### config.mk
export PLATFORM = sky130hd
export DESIGN_NAME = drt_timer_pair
export DESIGN_NICKNAME = d
export VERILOG_FILES = /design/src/design/drt_pkg.sv /design/src/design/drt_src_if.sv /design/src/design/drt_event_sync.sv /design/src/design/drt_clock_select.sv /design/src/design/drt_timer_pair.sv
export SDC_FILE = /design/constraint.sdc
export NUM_CORES = 1
export LEC_CHECK = 0
export ABC_AREA = 1
export BUFFER_PORTS_ARGS = -buffer_cell sky130_fd_sc_hd__clkbuf_2
export CAP_MARGIN = 30
export CORE_ASPECT_RATIO = 0.5
export CORE_MARGIN = 2
export CORE_UTILIZATION = 50
export DETAILED_ROUTE_END_ITERATION = 8
export GPL_TIMING_DRIVEN = 0
export PLACE_DENSITY = 0.79
export SLEW_MARGIN = 40
export SYNTH_ARGS = -nofsm -noshare
export SYNTH_HDL_FRONTEND = slang
export SYNTH_SLANG_ARGS = --single-unit
### constraint.sdc
create_clock -name pclk -period 2.02 [get_ports pclk]
set_input_delay 0.404 -clock pclk [delete_from_list [all_inputs] [get_ports pclk]]
set_output_delay 0.404 -clock pclk [all_outputs]
set_load 0.02 [all_outputs]
### src/design/drt_pkg.sv
// Constants shared by the dual 8-bit reload timer pair.
// Assumes a 32-bit APB slave port with 12-bit byte addresses.
`default_nettype none

package drt_pkg;

  // ----------------------------------------------------------------
  // Register indices (byte address is four times the index)
  // ----------------------------------------------------------------
  localparam logic [7:0] IDX_FIRST_COUNTER = 8'h68;
  localparam logic [7:0] IDX_SECOND_COUNTER = 8'h69;
  localparam logic [7:0] IDX_FIRST_RELOAD = 8'h6A;
  localparam logic [7:0] IDX_SECOND_RELOAD = 8'h6B;
  localparam logic [7:0] IDX_FIRST_CONTROL = 8'h6C;
  localparam logic [7:0] IDX_SECOND_CONTROL = 8'h6D;

  localparam logic [11:0] ADDR_FIRST_COUNTER = {2'b00, IDX_FIRST_COUNTER, 2'b00};
  localparam logic [11:0] ADDR_SECOND_COUNTER = {2'b00, IDX_SECOND_COUNTER, 2'b00};
  localparam logic [11:0] ADDR_FIRST_RELOAD = {2'b00, IDX_FIRST_RELOAD, 2'b00};
  localparam logic [11:0] ADDR_SECOND_RELOAD = {2'b00, IDX_SECOND_RELOAD, 2'b00};
  localparam logic [11:0] ADDR_FIRST_CONTROL = {2'b00, IDX_FIRST_CONTROL, 2'b00};
  localparam logic [11:0] ADDR_SECOND_CONTROL = {2'b00, IDX_SECOND_CONTROL, 2'b00};

  // ----------------------------------------------------------------
  // Control register fields
  // ----------------------------------------------------------------
  localparam int CTL_SEL_LSB = 0;
  localparam int CTL_SEL_MSB = 2;
  localparam int CTL_RUN_BIT = 3;
  localparam int CTL_WIDE_BIT = 4;
  localparam int CTL_PWM_BIT = 5;
  localparam int CTL_OUT_BIT = 7;

  localparam logic [7:0] FIRST_CONTROL_RESET = 8'h70;
  localparam logic [7:0] SECOND_CONTROL_RESET = 8'h40;
  localparam logic [2:0] FIRST_CONTROL_ONES = 3'h7;
  localparam logic SECOND_CONTROL_ONE = 1'b1;
  localparam logic [7:0] COUNTER_RESET = 8'h00;
  localparam logic [7:0] COUNTER_TOP = 8'hFF;

  // ----------------------------------------------------------------
  // Count clock select codes and prescaler taps
  // ----------------------------------------------------------------
  localparam logic [2:0] SEL_TB_DIV1 = 3'h0;
  localparam logic [2:0] SEL_TB_DIV2 = 3'h1;
  localparam logic [2:0] SEL_TB_DIV4 = 3'h2;
  localparam logic [2:0] SEL_TB_DIV8 = 3'h3;
  localparam logic [2:0] SEL_TB_DIV32 = 3'h4;
  localparam logic [2:0] SEL_TB_DIV256 = 3'h5;
  localparam logic [2:0] SEL_EVT_RISE = 3'h6;
  localparam logic [2:0] SEL_EVT_FALL = 3'h7;

  localparam logic [7:0] PRE_MASK_DIV2 = 8'h01;
  localparam logic [7:0] PRE_MASK_DIV4 = 8'h03;
  localparam logic [7:0] PRE_MASK_DIV8 = 8'h07;
  localparam logic [7:0] PRE_MASK_DIV32 = 8'h1F;
  localparam logic [7:0] PRE_MASK_DIV256 = 8'hFF;

endpackage

`default_nettype wire

### src/design/drt_src_if.sv
// Count-source bundle between the timer core and a clock selector.
// Assumes the core drives taps and edges, the selector returns one pulse.
`default_nettype none

interface drt_src_if;
  logic [5:0] div_tick;
  logic evt_rise;
  logic evt_fall;
  logic [2:0] sel;
  logic count_pulse;

  modport select_mp (
    input div_tick,
    input evt_rise,
    input evt_fall,
    input sel,
    output count_pulse
  );

  modport core_mp (
    output div_tick,
    output evt_rise,
    output evt_fall,
    output sel,
    input count_pulse
  );
endinterface

`default_nettype wire

### src/design/drt_event_sync.sv
// Event pin synchroniser with edge pulses.
// Assumes the pin is asynchronous to pclk; an edge counts once stages two and three agree.
`default_nettype none

module drt_event_sync (
  input wire logic pclk,
  input wire logic presetn,
  input wire logic pin,
  output logic rise,
  output logic fall
);

  logic s1_reg;
  logic s2_reg;
  logic s3_reg;
  logic level_reg;

  // First stage feeds only the second stage
  always_ff @(posedge pclk or negedge presetn) begin
    if (!presetn) begin
      s1_reg <= 1'b0;
      s2_reg <= 1'b0;
      s3_reg <= 1'b0;
      level_reg <= 1'b0;
    end else begin
      s1_reg <= pin;
      s2_reg <= s1_reg;
      s3_reg <= s2_reg;
      if (s2_reg == s3_reg) begin
        level_reg <= s3_reg;
      end
    end
  end

  // One-cycle glitches never reach the level, so they make no edge
  assign rise = s2_reg & s3_reg & ~level_reg;
  assign fall = ~s2_reg & ~s3_reg & level_reg;

endmodule

`default_nettype wire

### src/design/drt_clock_select.sv
// Count clock selector for one timer.
// Assumes the tap and edge inputs are single-cycle pulses on pclk; sel is a level.
`default_nettype none

module drt_clock_select (
  drt_src_if.select_mp src
);

  logic [7:0] source_vec;

  assign source_vec = {src.evt_fall, src.evt_rise, src.div_tick};
  assign src.count_pulse = source_vec[src.sel];

endmodule

`default_nettype wire

### src/design/drt_timer_pair.sv
// Dual 8-bit auto-reload timer pair with 16-bit chain and PWM modes.
// Assumes an APB master on pclk and a timebase pulse on the same clock.
//
// Operation
// - Each counter is 8-bit up; overflow raises its request and reloads it.
// - Writing a counter also writes its reload register.
// - Reload registers are 8-bit read/write; reset value is not required.
// - First control: bits 0-2 clock select, bit 3 run, bit 7 output level.
// - First output level bit inverts on each first overflow.
// - First control bits 4-6 ignore writes and read as one.
// - Second control bit 6 ignores writes and reads as one.
// - Clock select codes: base, /2, /4, /8, /32, /256, event rise, fall.
// - Second control bit 3 starts or halts the second counter.
// - Bit 4 chains both into 16 bits; second select and run ignored.
// - Bit 5 selects PWM; second run ignored; first run starts both.
// - Second control bit 7 sets second output level, inverts on overflow.
// - First run bit starts or halts the first counter.
// - Chained: second counts first overflows; its overflow reloads both.
// - Chained: first overflow does not reload, still requests and toggles.
// - PWM: first overflow sets flop, second clears and reloads; clear wins.
// - PWM: first pin is flop, second pin inverted flop; both request.
`default_nettype none

module drt_timer_pair (
  input wire logic pclk,
  input wire logic presetn,
  input wire logic psel,
  input wire logic penable,
  input wire logic pwrite,
  input wire logic [11:0] paddr,
  input wire logic [31:0] pwdata,
  input wire logic [3:0] pstrb,
  output logic [31:0] prdata,
  output logic pready,
  output logic pslverr,
  input wire logic timebase_count_clock,
  input wire logic first_event_pin,
  input wire logic second_event_pin,
  output logic first_timer_out,
  output logic second_timer_out,
  output logic first_irq,
  output logic second_irq
);

  // ----------------------------------------------------------------
  // Register state
  // ----------------------------------------------------------------
  logic [7:0] first_counter_reg;
  logic [7:0] second_counter_reg;
  logic [7:0] first_reload_reg;
  logic [7:0] second_reload_reg;

  // Stored control fields; bits read as one have no flop
  logic [2:0] first_clock_select_reg;
  logic first_run_bit_reg;
  logic first_output_level_reg;
  logic [2:0] second_clock_select_reg;
  logic second_run_bit_reg;
  logic chain_wide_select_reg;
  logic pwm_pair_select_reg;
  logic second_output_level_reg;
  logic pwm_flop_reg;

  logic [7:0] prescale_reg;
  logic [31:0] prdata_reg;

  logic first_timer_out_reg;
  logic second_timer_out_reg;
  logic first_irq_reg;
  logic second_irq_reg;

  // ----------------------------------------------------------------
  // Event pins and count sources
  // ----------------------------------------------------------------
  logic first_evt_rise;
  logic first_evt_fall;
  logic second_evt_rise;
  logic second_evt_fall;

  logic [5:0] div_tick;

  drt_event_sync u_first_sync (
    .pclk(pclk),
    .presetn(presetn),
    .pin(first_event_pin),
    .rise(first_evt_rise),
    .fall(first_evt_fall)
  );

  drt_event_sync u_second_sync (
    .pclk(pclk),
    .presetn(presetn),
    .pin(second_event_pin),
    .rise(second_evt_rise),
    .fall(second_evt_fall)
  );

  // Shared prescaler keeps both timers' divided ticks phase aligned
  assign div_tick[0] = timebase_count_clock;
  assign div_tick[1] = timebase_count_clock & ((prescale_reg & drt_pkg::PRE_MASK_DIV2) == drt_pkg::PRE_MASK_DIV2);
  assign div_tick[2] = timebase_count_clock & ((prescale_reg & drt_pkg::PRE_MASK_DIV4) == drt_pkg::PRE_MASK_DIV4);
  assign div_tick[3] = timebase_count_clock & ((prescale_reg & drt_pkg::PRE_MASK_DIV8) == drt_pkg::PRE_MASK_DIV8);
  assign div_tick[4] = timebase_count_clock &
                       ((prescale_reg & drt_pkg::PRE_MASK_DIV32) == drt_pkg::PRE_MASK_DIV32);
  assign div_tick[5] = timebase_count_clock &
                       ((prescale_reg & drt_pkg::PRE_MASK_DIV256) == drt_pkg::PRE_MASK_DIV256);

  // Wraps at 256, so the slowest tap fires once per wrap
  always_ff @(posedge pclk or negedge presetn) begin
    if (!presetn) begin
      prescale_reg <= 8'h00;
    end else if (timebase_count_clock) begin
      prescale_reg <= prescale_reg + 8'h01;
    end
  end

  drt_src_if first_src ();
  drt_src_if second_src ();

  assign first_src.div_tick = div_tick;
  assign first_src.evt_rise = first_evt_rise;
  assign first_src.evt_fall = first_evt_fall;
  assign first_src.sel = first_clock_select_reg;
  assign second_src.div_tick = div_tick;
  assign second_src.evt_rise = second_evt_rise;
  assign second_src.evt_fall = second_evt_fall;
  assign second_src.sel = second_clock_select_reg;

  drt_clock_select u_first_select (
    .src(first_src.select_mp)
  );

  drt_clock_select u_second_select (
    .src(second_src.select_mp)
  );

  // ----------------------------------------------------------------
  // APB decode
  // ----------------------------------------------------------------
  logic hit_first_counter;
  logic hit_second_counter;
  logic hit_first_reload;
  logic hit_second_reload;
  logic hit_first_control;
  logic hit_second_control;

  logic addr_mapped;
  logic access_phase;

  logic wr_en;
  logic [7:0] wbyte;

  assign hit_first_counter = (paddr == drt_pkg::ADDR_FIRST_COUNTER);
  assign hit_second_counter = (paddr == drt_pkg::ADDR_SECOND_COUNTER);
  assign hit_first_reload = (paddr == drt_pkg::ADDR_FIRST_RELOAD);
  assign hit_second_reload = (paddr == drt_pkg::ADDR_SECOND_RELOAD);
  assign hit_first_control = (paddr == drt_pkg::ADDR_FIRST_CONTROL);
  assign hit_second_control = (paddr == drt_pkg::ADDR_SECOND_CONTROL);
  assign addr_mapped = hit_first_counter | hit_second_counter | hit_first_reload |
                       hit_second_reload | hit_first_control | hit_second_control;
  assign access_phase = psel & penable;
  // Only byte lane 0 carries register data; other lanes are dropped
  assign wr_en = access_phase & pwrite & addr_mapped & pstrb[0];
  assign wbyte = pwdata[7:0];

  // Zero wait states: each access ends in its first cycle
  assign pready = 1'b1;
  assign pslverr = access_phase & ~addr_mapped;

  // ----------------------------------------------------------------
  // Read mux, sampled in the setup cycle so data comes from a flop
  // ----------------------------------------------------------------
  logic [7:0] first_control_view;
  logic [7:0] second_control_view;

  logic [7:0] read_byte;

  assign first_control_view = {first_output_level_reg, drt_pkg::FIRST_CONTROL_ONES,
                               first_run_bit_reg, first_clock_select_reg};
  assign second_control_view = {second_output_level_reg, drt_pkg::SECOND_CONTROL_ONE, pwm_pair_select_reg,
                                chain_wide_select_reg, second_run_bit_reg, second_clock_select_reg};
  assign read_byte = hit_first_counter ? first_counter_reg :
                     hit_second_counter ? second_counter_reg :
                     hit_first_reload ? first_reload_reg :
                     hit_second_reload ? second_reload_reg :
                     hit_first_control ? first_control_view :
                     hit_second_control ? second_control_view : 8'h00;

  always_ff @(posedge pclk or negedge presetn) begin
    if (!presetn) begin
      prdata_reg <= 32'h00000000;
    end else if (psel & ~penable & ~pwrite) begin
      prdata_reg <= {24'h000000, read_byte};
    end
  end

  assign prdata = prdata_reg;

  // ----------------------------------------------------------------
  // Counting and overflow
  // ----------------------------------------------------------------
  logic first_tick;
  logic second_tick;

  logic first_ovf;
  logic second_ovf;
  logic mode_linked;

  // Linked modes reload both on a second overflow
  assign mode_linked = chain_wide_select_reg | pwm_pair_select_reg;
  assign first_tick = first_run_bit_reg & first_src.count_pulse;
  // Chained: second counts first overflows; PWM: first run gates both
  assign second_tick = chain_wide_select_reg ? first_ovf :
                       pwm_pair_select_reg ? (first_run_bit_reg & second_src.count_pulse) :
                       (second_run_bit_reg & second_src.count_pulse);
  assign first_ovf = first_tick & (first_counter_reg == drt_pkg::COUNTER_TOP);
  assign second_ovf = second_tick & (second_counter_reg == drt_pkg::COUNTER_TOP);

  // A program write beats reload and count in one cycle
  always_ff @(posedge pclk or negedge presetn) begin
    if (!presetn) begin
      first_counter_reg <= drt_pkg::COUNTER_RESET;
    end else if (wr_en & hit_first_counter) begin
      first_counter_reg <= wbyte;
    end else if (second_ovf & mode_linked) begin
      first_counter_reg <= first_reload_reg;
    end else if (first_ovf & ~chain_wide_select_reg) begin
      first_counter_reg <= first_reload_reg;
    end else if (first_tick) begin
      first_counter_reg <= first_counter_reg + 8'h01;
    end
  end

  always_ff @(posedge pclk or negedge presetn) begin
    if (!presetn) begin
      second_counter_reg <= drt_pkg::COUNTER_RESET;
    end else if (wr_en & hit_second_counter) begin
      second_counter_reg <= wbyte;
    end else if (second_ovf) begin
      second_counter_reg <= second_reload_reg;
    end else if (second_tick) begin
      second_counter_reg <= second_counter_reg + 8'h01;
    end
  end

  // Reset value is not architectural; cleared only for clean simulation
  always_ff @(posedge pclk or negedge presetn) begin
    if (!presetn) begin
      first_reload_reg <= drt_pkg::COUNTER_RESET;
      second_reload_reg <= drt_pkg::COUNTER_RESET;
    end else begin
      if (wr_en & (hit_first_counter | hit_first_reload)) begin
        first_reload_reg <= wbyte;
      end
      if (wr_en & (hit_second_counter | hit_second_reload)) begin
        second_reload_reg <= wbyte;
      end
    end
  end

  // ----------------------------------------------------------------
  // Control registers
  // ----------------------------------------------------------------
  // A write in the overflow cycle wins over the toggle of the level bit
  always_ff @(posedge pclk or negedge presetn) begin
    if (!presetn) begin
      first_clock_select_reg <= drt_pkg::FIRST_CONTROL_RESET[drt_pkg::CTL_SEL_MSB:drt_pkg::CTL_SEL_LSB];
      first_run_bit_reg <= drt_pkg::FIRST_CONTROL_RESET[drt_pkg::CTL_RUN_BIT];
      first_output_level_reg <= drt_pkg::FIRST_CONTROL_RESET[drt_pkg::CTL_OUT_BIT];
    end else if (wr_en & hit_first_control) begin
      first_clock_select_reg <= wbyte[drt_pkg::CTL_SEL_MSB:drt_pkg::CTL_SEL_LSB];
      first_run_bit_reg <= wbyte[drt_pkg::CTL_RUN_BIT];
      first_output_level_reg <= wbyte[drt_pkg::CTL_OUT_BIT];
    end else if (first_ovf) begin
      first_output_level_reg <= ~first_output_level_reg;
    end
  end

  always_ff @(posedge pclk or negedge presetn) begin
    if (!presetn) begin
      second_clock_select_reg <= drt_pkg::SECOND_CONTROL_RESET[drt_pkg::CTL_SEL_MSB:drt_pkg::CTL_SEL_LSB];
      second_run_bit_reg <= drt_pkg::SECOND_CONTROL_RESET[drt_pkg::CTL_RUN_BIT];
      chain_wide_select_reg <= drt_pkg::SECOND_CONTROL_RESET[drt_pkg::CTL_WIDE_BIT];
      pwm_pair_select_reg <= drt_pkg::SECOND_CONTROL_RESET[drt_pkg::CTL_PWM_BIT];
      second_output_level_reg <= drt_pkg::SECOND_CONTROL_RESET[drt_pkg::CTL_OUT_BIT];
    end else if (wr_en & hit_second_control) begin
      second_clock_select_reg <= wbyte[drt_pkg::CTL_SEL_MSB:drt_pkg::CTL_SEL_LSB];
      second_run_bit_reg <= wbyte[drt_pkg::CTL_RUN_BIT];
      chain_wide_select_reg <= wbyte[drt_pkg::CTL_WIDE_BIT];
      pwm_pair_select_reg <= wbyte[drt_pkg::CTL_PWM_BIT];
      second_output_level_reg <= wbyte[drt_pkg::CTL_OUT_BIT];
    end else if (second_ovf) begin
      second_output_level_reg <= ~second_output_level_reg;
    end
  end

  // ----------------------------------------------------------------
  // PWM flop, pins and requests
  // ----------------------------------------------------------------
  // Clear is tested first so it wins a tie
  always_ff @(posedge pclk or negedge presetn) begin
    if (!presetn) begin
      pwm_flop_reg <= 1'b0;
    end else if (pwm_pair_select_reg & second_ovf) begin
      pwm_flop_reg <= 1'b0;
    end else if (pwm_pair_select_reg & first_ovf) begin
      pwm_flop_reg <= 1'b1;
    end
  end

  logic first_pin_next;
  logic second_pin_next;

  assign first_pin_next = pwm_pair_select_reg ? pwm_flop_reg : first_output_level_reg;
  assign second_pin_next = pwm_pair_select_reg ? ~pwm_flop_reg : second_output_level_reg;

  // Pins lag the level bits by one cycle; requests lag the overflow by one cycle
  always_ff @(posedge pclk or negedge presetn) begin
    if (!presetn) begin
      first_timer_out_reg <= 1'b0;
      second_timer_out_reg <= 1'b0;
      first_irq_reg <= 1'b0;
      second_irq_reg <= 1'b0;
    end else begin
      first_timer_out_reg <= first_pin_next;
      second_timer_out_reg <= second_pin_next;
      first_irq_reg <= first_ovf;
      second_irq_reg <= second_ovf;
    end
  end

  assign first_timer_out = first_timer_out_reg;
  assign second_timer_out = second_timer_out_reg;
  assign first_irq = first_irq_reg;
  assign second_irq = second_irq_reg;

endmodule

`default_nettype wire

==> results.md <==
- Core area: 0.00889 mm^2
- Average cell area after synthesis: 7.81 um^2
- Leading cell type in the layout, fill and taps excluded: nand2_1
- Synth top area cells: dfrtp_1, nand2_1, nand3_1, buf_4, inv_1
- Final ANT Viol Nets: 0
- Failing checks: negative setup slack
- Detailed Place HPWL: 8.76 mm
- Max incr delay on CP: 390 ps
- Proportion of layout cells with a drive suffix above 1: 0.300
- Placed cells: 780
- Fin. Hold Viols: 0
- YS warnings: 0
- Crit path cell chain: ha_4 -> nand2_2 -> nor2_2 -> ha_2 -> nand2_2 -> inv_2 -> nand2_2 -> nand2_2 -> a21oi_2 -> nand2_2 -> nand2_4 -> nor2_4 -> buf_6 -> nand3_1 -> nand2_1 -> nand2_1 -> nand2_1 -> nand3_1 -> nand2_1
- Flop2flop setup slack: -270 ps
- Worst path buffer plus inverter count: 2
- Commonest non-fill, non-tap cells in the layout: nand2_1, dfrtp_1, inv_1
- Max Slew Vio Count: 0
- CTS Root Cell: clkbuf_16
- CP required: 2300 ps
- Total CTS buffers: 9
- Worst Slack Setup Final: -271 ps
- Count of different cell masters after synthesis: 44
- RePlAce Congestion: 0.925
- Sequential area share after synthesis: 0.391
- Final worst path period share: 1.13
- Worst-margin pin slew: 562 ps
- Pwr Density: 666 mW/mm^2
- CTS tree: yes
- Min Hold Slack: 167 ps
- Post-synth EDFFs: 0
- Critical path's top delay family: simple AND/OR/NAND/NOR gates
- Worst Reg-to-Reg Cells: 19
- Hold Path Class: primary input to flop
- Fill cells: 698
- Final global-route overflow total: 0
- Diodes inserted: 0
- Max_slew headroom: 0.624
- Layout area overhead: 26.9%
- Starting Density: 0.525
- Initial antenna violation count: 0
- Worst VDD drop: 0.480 mV
- Mapped Area: 0.00467 mm^2
- Die height: 72.3 um
- Primary FF master, synth: dfrtp_1
- RSZ-0062 raised after global routing: yes
- Vias: 4510
- Outcome: finished, violations left
- DRT Pass-1 Iters: 6
- First-pass GRT wire length: 20.2 mm
- Clk_lat worst skew: 340 ps
- Critical Path AT: 2570 ps
- # setup viols final: 19
- Crit path max fanout: 5
- Seq cells post-synth: 73
- Crit. End Element: flop
- Crit path kind: flop to flop
- Final net count: 759
- Crit path launch type: flop
- Top cell by count, worst path: nand2_2
- DRT Wirelength: 12.9 mm
- Min cycle time layout: 2290 ps
- Deepest clock path buffer count: 2
- Sinks on Clock Net: 73
- Synth area leader: dfrtp_1
- Number of I/O pins: 94
- Die width: 141 um
- Syn Inst Count: 598
- Cell Count, Final, Fillers Out: 816
- Gr usage total: 0.256
- Residual DRC: 0
- Slowest cell on the critical path: dfrtp_1
- Vias per cell: 5.53
- Critical path depth: 19
- Clk slew on worst S/H paths: 60 ps
- Worst hold path stage count: 1
- H-tree depth: 3
- Clock skew: 5.34 ps
- Die area: 0.0102 mm^2
- DR iter-0 viols: 434
- IO Port Bufs: 41
- Largest net degree at the start of global routing: 55
- Vias in the first global route: 4143
- Leakage: 0.00294 uW
- Top-area cell type share of the netlist area: 0.391
- Floorplan row count: 24
- Max_cap viols: 0
- FMAX: 437 MHz
- Ys async rst share: 1.00
- WL/cell: 15.8 um
-- timing repair --
item,CTS,global route
gates resized for setup,20,42
setup endpoints to repair,20,23
hold buffers,1,0
endpoints found under the hold margin,19,0
pin swaps,10,28
setup buffers,7,6
cloned,5,1
-- final cells by class --
class	instances	area [um^2]	share of cell area
inverters	68	277	0.0467
clock inverters	3	68.8	0.0116
clock buffers	13	280	0.0473
repair buffers	60	428	0.0722
flip-flops and latches	73	1830	0.308
multi-input cells	445	2600	0.439
plain buffers	37	299	0.0505
well taps	117	146	0.0247
-- power by group --
part,switching (uW),internal [uW]
clock network,616,1220
registers,66.1,1530
logic,287,226
-- cells by family after synthesis --
family | share of synthesized area
other | 0.00161
AOI/OAI and AO/OA | 0.0986
and+or+nand+nor | 0.335
buffers and inverters | 0.117
muxes | 0.00241
DFF | 0.391
adders and majority gates | 0.0241
xor gates and xnor gates | 0.0300
-- synthesized netlist by cell type (7+ instances only) --
master / count
a21oi_1: 15
inv_2: 10
nand2_1: 179
nor2_1: 22
xnor2_1: 7
nand3_2: 11
o21ai_1: 9
inv_1: 50
ha_1: 9
dfrtp_1: 73
nand4_1: 21
nand3_1: 49
buf_4: 26
xor2_1: 9
o21ai_0: 26
-- stage by stage --
stage	setup slack (ps)	power, uW	instance area, um^2	utilization	setup TNS (ps)
finish	-271	3950	5930	0.667	-2980
global route	-336	4110	5930	0.667	-5060
CTS	-133	3920	5710	0.642	-1740
detailed placement	-287	2020	5160	0.580	-6450
global placement	-251	2000	5120	0.576	-9890
floorplan	4.68	1880	4770	-	0
-- metal layers --
layer / track usage / wire length [um]
met1: 0.329 / 5320
met4: 0.114 / 310
met5: 0 / 0
met2: 0.401 / 5830
met3: 0.0838 / 1400
-- worst paths after layout --
kind,start,end
min in group asynchronous,presetn,first_counter_reg[1]
worst max register to register,prescale_reg[1],first_counter_reg[5]
worst max-delay path,prescale_reg[1],first_counter_reg[5]
max in group asynchronous,presetn,second_counter_reg[0]
worst min register to register,u_first_sync.s1_reg,u_first_sync.s2_reg
worst min-delay path,second_event_pin,u_second_sync.s1_reg
Note: power is estimated with default switching activity, not from simulation.
